`src/hdl/wdg_pkg.sv`:
```
// Purpose: shared constants and carriers for the watchdog reset/wakeup block
// Assumes: one 125 MHz clock, watchdog tick supplied as a one-cycle enable
// Notes:   control word layout follows the control register bit positions
package wdg_pkg;

	// ==========================================================
	// control word field positions
	localparam int CLR_BIT     = 0;   // counter clear request
	localparam int WAKE_EN_BIT = 4;   // wakeup enable
	localparam int IRQ_EN_BIT  = 6;   // expiry interrupt enable
	localparam int RUN_BIT     = 7;   // run enable
	localparam int SEL_LO      = 8;   // interval select low bit
	localparam int SEL_HI      = 10;  // interval select high bit

	// ==========================================================
	// widths, reset values and timing counts
	localparam int CNT_W = 19;        // one spare bit so 2^18 is reachable
	localparam logic [2:0] SEL_RESET = 3'h7;          // interval select after reset
	localparam logic [10:0] GRACE_TICKS = 11'h400;    // 1024 watchdog clocks
	localparam logic [5:0] RST_TICKS = 6'h3f;         // 63 watchdog clocks

	// ==========================================================
	// unlock byte sequence
	localparam logic [7:0] KEY0 = 8'h59;
	localparam logic [7:0] KEY1 = 8'h16;
	localparam logic [7:0] KEY2 = 8'h88;

	// ==========================================================
	// software write carrier
	typedef struct packed {
		logic       run_en;       // wdg_run_enable
		logic       irq_en;       // expiry_irq_enable
		logic       wake_en;      // wakeup enable
		logic [2:0] interval_sel; // interval_select
	} ctrl_type;

	// watchdog state, one-hot
	typedef enum logic [3:0] {
		ST_IDLE  = 4'b0001,
		ST_COUNT = 4'b0010,
		ST_GRACE = 4'b0100,
		ST_RESET = 4'b1000
	} state_type;

endpackage : wdg_pkg

```
`src/hdl/wdg_unlock.sv`:
```
// Purpose: write protection key detector for the watchdog control bits
// Assumes: key bytes arrive as one-cycle strobes
// Notes:   any wrong byte restarts the key sequence without relocking; lock_req relocks
`timescale 1ns/1ps
`default_nettype none
module wdg_unlock
(
	// clock and reset
	input  wire logic       clock,
	input  wire logic       srst,
	// key port
	input  wire logic       key_we,
	input  wire logic [7:0] key_data,
	input  wire logic       lock_req,
	// status
	output logic            unlocked
);
	import wdg_pkg::*;

	logic [1:0] step_reg; // how many key bytes matched so far

	// ==========================================================
	// key sequence tracking
	always_ff @(posedge clock)
	begin
		if (srst || lock_req)
		begin
			step_reg <= 2'h0;
			unlocked <= 1'b0;
		end
		else if (key_we)
		begin
			// a wrong byte restarts the sequence, it does not relock
			if (step_reg == 2'h0 && key_data == KEY0)
				step_reg <= 2'h1;
			else if (step_reg == 2'h1 && key_data == KEY1)
				step_reg <= 2'h2;
			else if (step_reg == 2'h2 && key_data == KEY2)
			begin
				step_reg <= 2'h0;
				unlocked <= 1'b1;
			end
			else
				step_reg <= 2'h0;
		end
	end

endmodule : wdg_unlock
`default_nettype wire

```
`src/hdl/wdg_reset_wakeup.sv`:
```
// Purpose: watchdog with expiry flag, grace delay, cpu reset and wakeup
// Assumes: wdg_tick is a one-cycle enable at the watchdog clock rate
// Notes:   reset flag is cleared only by the chip-level srst
`timescale 1ns/1ps
`default_nettype none
module wdg_reset_wakeup
(
	// clock and reset
	input  wire logic             clock,
	input  wire logic             srst,
	// watchdog clock enable
	input  wire logic             wdg_tick,
	// protection key port
	input  wire logic             key_we,
	input  wire logic [7:0]       key_data,
	input  wire logic             lock_req,
	// control writes
	input  wire logic             ctrl_we,
	input  wire wdg_pkg::ctrl_type ctrl_wdata,
	input  wire logic             clear_req_set,
	input  wire logic             expiry_flag_w1c,
	// chip state
	input  wire logic             powered_down,
	// status and control readback
	output logic [10:0]           wdg_control_word,
	output logic                  unlocked,
	output logic                  expiry_flag,
	output logic                  wdg_reset_flag,
	// actions
	output logic                  irq,
	output logic                  cpu_reset,
	output logic                  wakeup
);
	import wdg_pkg::*;

	// ==========================================================
	// state
	state_type         state_reg;      // watchdog sequencing
	ctrl_type          ctrl_reg;       // protected control bits
	logic              clear_req_reg;  // counter_clear_request
	logic [CNT_W-1:0]  count_reg;      // tick counter, holds at limit - 1
	logic [10:0]       grace_reg;      // grace delay ticks elapsed
	logic [5:0]        rst_cnt_reg;    // cpu reset length counter
	logic [CNT_W-1:0]  limit;          // selected timeout in ticks
	logic              hit;            // counter at interval this tick
	logic              grace_done;     // grace delay expires this tick
	logic              unlocked_w;     // key detector result

	// ==========================================================
	// write protection
	wdg_unlock wdg_unlock_inst
	(
		.clock    (clock),
		.srst     (srst),
		.key_we   (key_we),
		.key_data (key_data),
		.lock_req (lock_req),
		.unlocked (unlocked_w)
	);

	// interval decode: 2^(4 + 2*code)
	always_comb
	begin
		limit = CNT_W'(1) << (5'd4 + {1'b0, ctrl_reg.interval_sel, 1'b0});
	end

	// a shorter interval written mid-count expires at once instead of wrapping the counter
	assign hit        = wdg_tick && ctrl_reg.run_en && state_reg == ST_COUNT && count_reg >= limit - CNT_W'(1);
	assign grace_done = wdg_tick && state_reg == ST_GRACE && grace_reg == GRACE_TICKS - 11'h1;

	// ==========================================================
	// protected control bits, writes ignored while locked
	always_ff @(posedge clock)
	begin
		if (srst)
		begin
			ctrl_reg <= '{run_en: 1'b0, irq_en: 1'b0, wake_en: 1'b0, interval_sel: SEL_RESET};
		end
		else if (ctrl_we && unlocked_w)
			ctrl_reg <= ctrl_wdata;
	end

	// clear request bit, drops once the counter is zeroed
	always_ff @(posedge clock)
	begin
		if (srst)
			clear_req_reg <= 1'b0;
		else if (clear_req_set && unlocked_w)
			clear_req_reg <= 1'b1;
		else if (clear_req_reg)
			clear_req_reg <= 1'b0;
	end

	// ==========================================================
	// sequencing state machine
	always_ff @(posedge clock)
	begin
		if (srst)
			state_reg <= ST_IDLE;
		else
		begin
			unique case (state_reg)
				ST_IDLE:
					if (ctrl_reg.run_en)
						state_reg <= ST_COUNT;
				ST_COUNT:
					if (!ctrl_reg.run_en)
						state_reg <= ST_IDLE;
					else if (hit)
						state_reg <= ST_GRACE;
				ST_GRACE:
					// clear or disable wins over expiry
					if (!ctrl_reg.run_en)
						state_reg <= ST_IDLE;
					else if (clear_req_reg)
						state_reg <= ST_COUNT;
					else if (grace_done)
						state_reg <= powered_down ? ST_COUNT : ST_RESET;
				ST_RESET:
					// reset ends after 63 ticks; watchdog restarts from zero
					if (wdg_tick && rst_cnt_reg == RST_TICKS - 6'h1)
						state_reg <= ST_COUNT;
			endcase
		end
	end

	// counter, zeroed by clear, disable, grace expiry or cpu reset
	// grace expiry zeroes it too, so a wakeup restarts the full interval
	always_ff @(posedge clock)
	begin
		if (srst || clear_req_reg || !ctrl_reg.run_en || state_reg == ST_RESET || grace_done)
			count_reg <= '0;
		else if (wdg_tick && state_reg != ST_IDLE && count_reg < limit - CNT_W'(1))
			count_reg <= count_reg + CNT_W'(1);
	end

	// grace delay counter
	always_ff @(posedge clock)
	begin
		if (srst || state_reg != ST_GRACE)
			grace_reg <= 11'h0;
		else if (wdg_tick)
			grace_reg <= grace_reg + 11'h1;
	end

	// cpu reset length counter
	always_ff @(posedge clock)
	begin
		if (srst || state_reg != ST_RESET)
			rst_cnt_reg <= 6'h0;
		else if (wdg_tick)
			rst_cnt_reg <= rst_cnt_reg + 6'h1;
	end

	// ==========================================================
	// flags: hardware set wins over software clear
	always_ff @(posedge clock)
	begin
		if (srst)
			expiry_flag <= 1'b0;
		else if (hit)
			expiry_flag <= 1'b1;
		else if (expiry_flag_w1c)
			expiry_flag <= 1'b0;
	end

	// the cpu reset output does not touch this flag, only srst does
	always_ff @(posedge clock)
	begin
		if (srst)
			wdg_reset_flag <= 1'b0;
		else if (grace_done && !clear_req_reg && ctrl_reg.run_en && !powered_down)
			wdg_reset_flag <= 1'b1;
	end

	// ==========================================================
	// registered outputs
	always_ff @(posedge clock)
	begin
		if (srst)
		begin
			irq              <= 1'b0;
			cpu_reset        <= 1'b0;
			wakeup           <= 1'b0;
			unlocked         <= 1'b0;
			wdg_control_word <= 11'h0;
		end
		else
		begin
			irq       <= expiry_flag && ctrl_reg.irq_en;
			cpu_reset <= state_reg == ST_RESET;
			// wakeup is a one-cycle pulse
			wakeup    <= grace_done && !clear_req_reg && ctrl_reg.run_en
			             && powered_down && ctrl_reg.wake_en;
			unlocked  <= unlocked_w;
			wdg_control_word <= {ctrl_reg.interval_sel, ctrl_reg.run_en, ctrl_reg.irq_en, 1'b0,
			                     ctrl_reg.wake_en, expiry_flag, wdg_reset_flag, 1'b0, clear_req_reg};
		end
	end
endmodule : wdg_reset_wakeup
`default_nettype wire

```
`config.mk`:
```
export PLATFORM = sky130hd
export DESIGN_NAME = wdg_reset_wakeup
export DESIGN_NICKNAME = d
export VERILOG_FILES = /design/src/hdl/wdg_pkg.sv /design/src/hdl/wdg_unlock.sv /design/src/hdl/wdg_reset_wakeup.sv
export SDC_FILE = /design/constraint.sdc
export NUM_CORES = 1
export LEC_CHECK = 0
export ABC_AREA = 1
export BUFFER_PORTS_ARGS = -buffer_cell sky130_fd_sc_hd__buf_2
export CORE_MARGIN = 1.5
export CORE_UTILIZATION = 28
export DETAILED_ROUTE_END_ITERATION = 16
export SKIP_LAST_GASP = 1
export SLEW_MARGIN = 15
export SYNTH_ARGS = -nofsm -noshare
export SYNTH_HDL_FRONTEND = slang
export SYNTH_SLANG_ARGS = --single-unit
```
`constraint.sdc`:
```
create_clock -name clock -period 8.25 [get_ports clock]
set_input_delay 0.825 -clock clock [delete_from_list [all_inputs] [get_ports clock]]
set_output_delay 0.825 -clock clock [all_outputs]
set_load 0.005 [all_outputs]
```
==> run_results.csv <==
group,metric,value,unit
outcome,outcome,"complete, no violations",
timing,tns,0,ns
timing,whs,0.447,ns
critical_path,start_kind,"flip-flop",
critical_path,worstSetupStartpoint,"ctrl_reg[1]$_SDFFE_PP1P_",
critical_path,reg2reg_from,"ctrl_reg[1]$_SDFFE_PP1P_",
place,dpl.cell_count,726,
route,drtIter0Drc,150,
logic_synthesis,yosysSeqAreaShare,34.4,%
layout,final_util,33.4,%
die,fp.dieW,119,µm
flow_run,maxCapViolCount,0,
cts,cts_max_path_buffers,2,
power,ir_drop,0.0904,mV
route,drtAntennaViolNets,0,
route,vias,3368,
route,wl_per_cell,11.5,µm
timing,timing.final.crit_share,42.4,%
die,die_h,119,µm
die,start_util,28.7,%
cts,clk_pin_slew,0.06,ns
logic_synthesis,ys_ff_latch,65,
route,drc_errors,0,
grt,grt_pass1_wl,14900,µm
critical_path,reg2reg_depth,19,
critical_path,worstPathMaxFanout,23,
timing,slew_viol_final,0,
layout,syn2layout_area_growth,16.5,%
logic_synthesis,netlist_area,3780,µm²
place,gp_congestion,0.812,
cts,cts_buffers,9,
place,io_buffer_count,37,
logic_synthesis,synth_top_area_share,34.4,%
logic_synthesis,synth_top_area_cell,"dfxtp_1",
layout,layout.cells.non_filler,741,
cts,postCtsResizedCells,0,
grt,grt_start_max_net_pins,24,
die,rows,42,
critical_path,endpoint_kind,"flip-flop",
critical_path,cp.arrival,3.72,ns
power,power.density,183,nW/µm²
layout,largest_reg_flops,19,
cts,htree_levels,3,
cts,insertion_delay,0.33,ns
timing,fin_crit,3.50,ns
die,dieArea,14200,µm²
place,place_ws,4.77,ns
route,wl,8500,µm
logic_synthesis,synth_enable_flop_cells,0,
logic_synthesis,yosys-top-cells-area,"dfxtp_1 34%, nand2_1 12%, ha_1 8.9%",
power,leakagePower,1.88,nW
logic_synthesis,synth_area_per_cell,7.25,µm²
critical_path,required,8.47,ns
cts,cts_tree,"built",
die,core,13200,µm²
timing,final_critical_path_setup_slack,4.75,ns
critical_path,reg2reg_slack,4.75,ns
worst_hold_path,hp-start,"ctrl_reg[4]$_SDFFE_PP0P_",
grt,antenna_found_initial,0,
grt,gr-total-overflow,0,
critical_path,cp-endpoint,"count_reg[7]$_SDFFE_PP0P_",
cts,ctsRootBufferMaster,"clkbuf_16",
logic_synthesis,synth_cells,522,
critical_path,r2r-end,"count_reg[7]$_SDFFE_PP0P_",
timing,final_hold_viol_count,0,
cts,cts_sinks,65,
cts,ctsHoldBuffers,0,
layout,antennaDiodeCount,0,
cts,postCtsSetupBuffers,0,
timing,clock_skew,0.00839,ns
timing,setup_violations,0,
place,dp_hpwl,6540,µm
timing,rsz0062_at_grt,"no",
timing,max_freq,286,MHz
worst_hold_path,whs_path_depth,2,
critical_path,critPathKind,"reg -> reg",
route,drt-vias-per-instance,4.55,
die,io_pins,40,
logic_synthesis,ys_dominant_reg_cell,"dfxtp_1",
logic_synthesis,yosys_warnings,0,
layout,nNetsFinal,611,
route,firstDrtPassIters,4,
logic_synthesis,synthArstFlopShare,0,%
logic_synthesis,synth.distinct_cells,45,
grt,grt_pass1_vias,3277,
grt,groute.usage.overall,12.7,%
layout,drive_gt1_share,15.9,%
worst_hold_path,hp-class,"reg -> reg",
-- placed cells by master, fill, tap and decap left out, types with 2 or more instances in the layout --
cell type / instances
nor2_4: 2
clkbuf_16: 9
nand4_1: 13
a211oi_1: 2
xor2_1: 10
o21ai_0: 9
inv_2: 8
o211ai_1: 3
buf_2: 37
clkinv_4: 2
ha_1: 27
nand2_1: 116
inv_1: 57
nor3_1: 10
a21oi_1: 32
nand3_1: 28
or2_2: 5
nor2_1: 70
dfxtp_1: 65
nor3_4: 3
xnor2_1: 11
nor3b_1: 3
nand2_2: 3
conb_1: 2
nand3_2: 3
nor4_1: 2
clkinvlp_4: 3
nor3_2: 4
o21ai_1: 4
nor2_2: 6
-- where the power goes --
part / switching [mW] / internal, mW
Clock: 0.146 / 0.233
Combinational: 0.0674 / 0.0301
Sequential: 0.00722 / 0.323
Total: 0.221 / 0.586
-- cells by family after synthesis --
group	Yosys count	share of synthesized area, %
AO/OA/AOI/OAI	60	9.29
AND/OR/NAND/NOR	272	33.8
adder cells (fa/ha/maj)	27	8.93
XOR/XNOR	21	4.86
flip-flops	65	34.4
buffers and inverters	76	8.66
other	1	0.0991
-- cell usage after synthesis (2+ instances only) --
master    number
nand2_1      116
nor2_1        70
dfxtp_1       65
inv_1         57
a21oi_1       32
nand3_1       28
ha_1          27
nand4_1       13
xnor2_1       11
nor3_1        10
xor2_1        10
o21ai_0        9
inv_2          8
nor2_2         6
or2_2          5
buf_6          4
nor3_2         4
o21ai_1        4
buf_4          3
nand2_2        3
nand3_2        3
nor3_4         3
nor3b_1        3
o211ai_1       3
a211oi_1       2
clkbuf_1       2
nor2_4         2
nor4_1         2
-- worst max-delay path, stage by stage (launching register included) --
cell and delay (ns):
dfxtp_1 0.47, inv_2 0.12, ha_1 0.36, nor2_1 0.20
inv_1 0.08, nor2_1 0.17, inv_1 0.07, o21ai_0 0.21
xnor2_1 0.18, ha_1 0.28, nand2_1 0.06, nand2_1 0.04
nand2_1 0.05, nand2_1 0.06, a21oi_2 0.22, nand4_4 0.35
nor2_2 0.27, nand3_1 0.09, nand2_1 0.07, nor2_1 0.04
-- how the worst min path moves through the flow --
stage / slack (ns) / endpoint
after floorplan: 0.42 / wdg_control_word[4]$_SDFF_PP0_
after global placement: 0.44 / wdg_control_word[6]$_SDFF_PP0_
after detailed placement: 0.44 / wdg_control_word[6]$_SDFF_PP0_
after CTS: 0.45 / wdg_control_word[6]$_SDFF_PP0_
after global routing: 0.48 / wdg_control_word[6]$_SDFF_PP0_
final: 0.45 / wdg_control_word[6]$_SDFF_PP0_
-- stage by stage --
stage | power [mW] | area [µm²]
2_1_floorplan | 0.420 | 3790
4_1_cts | 0.815 | 4410
3_3_place_gp | 0.431 | 4110
3_5_place_dp | 0.434 | 4110
6_report | 0.807 | 4410
5_1_grt | 0.842 | 4410
-- layer usage --
metal | track usage [%] | vias to the layer above | share of wire, %
met3 | 3.21 | 6 | 4.4
met5 | 0 | - | 0
li1 | - | 1768 | -
met4 | 3.84 | 0 | 0.78
met1 | 16.2 | 1534 | 48
met2 | 21.3 | 60 | 47
-- final cells by class --
class | instances | area (µm²)
repair buffers | 37 | 185
clock inverters | 6 | 70.1
inverters | 66 | 248
multi-input cells | 382 | 2160
fillers | 1379 | 8780
flip-flops and latches | 65 | 1300
clock buffers | 9 | 225
well taps | 176 | 220
(Power assumes the default switching activity.)
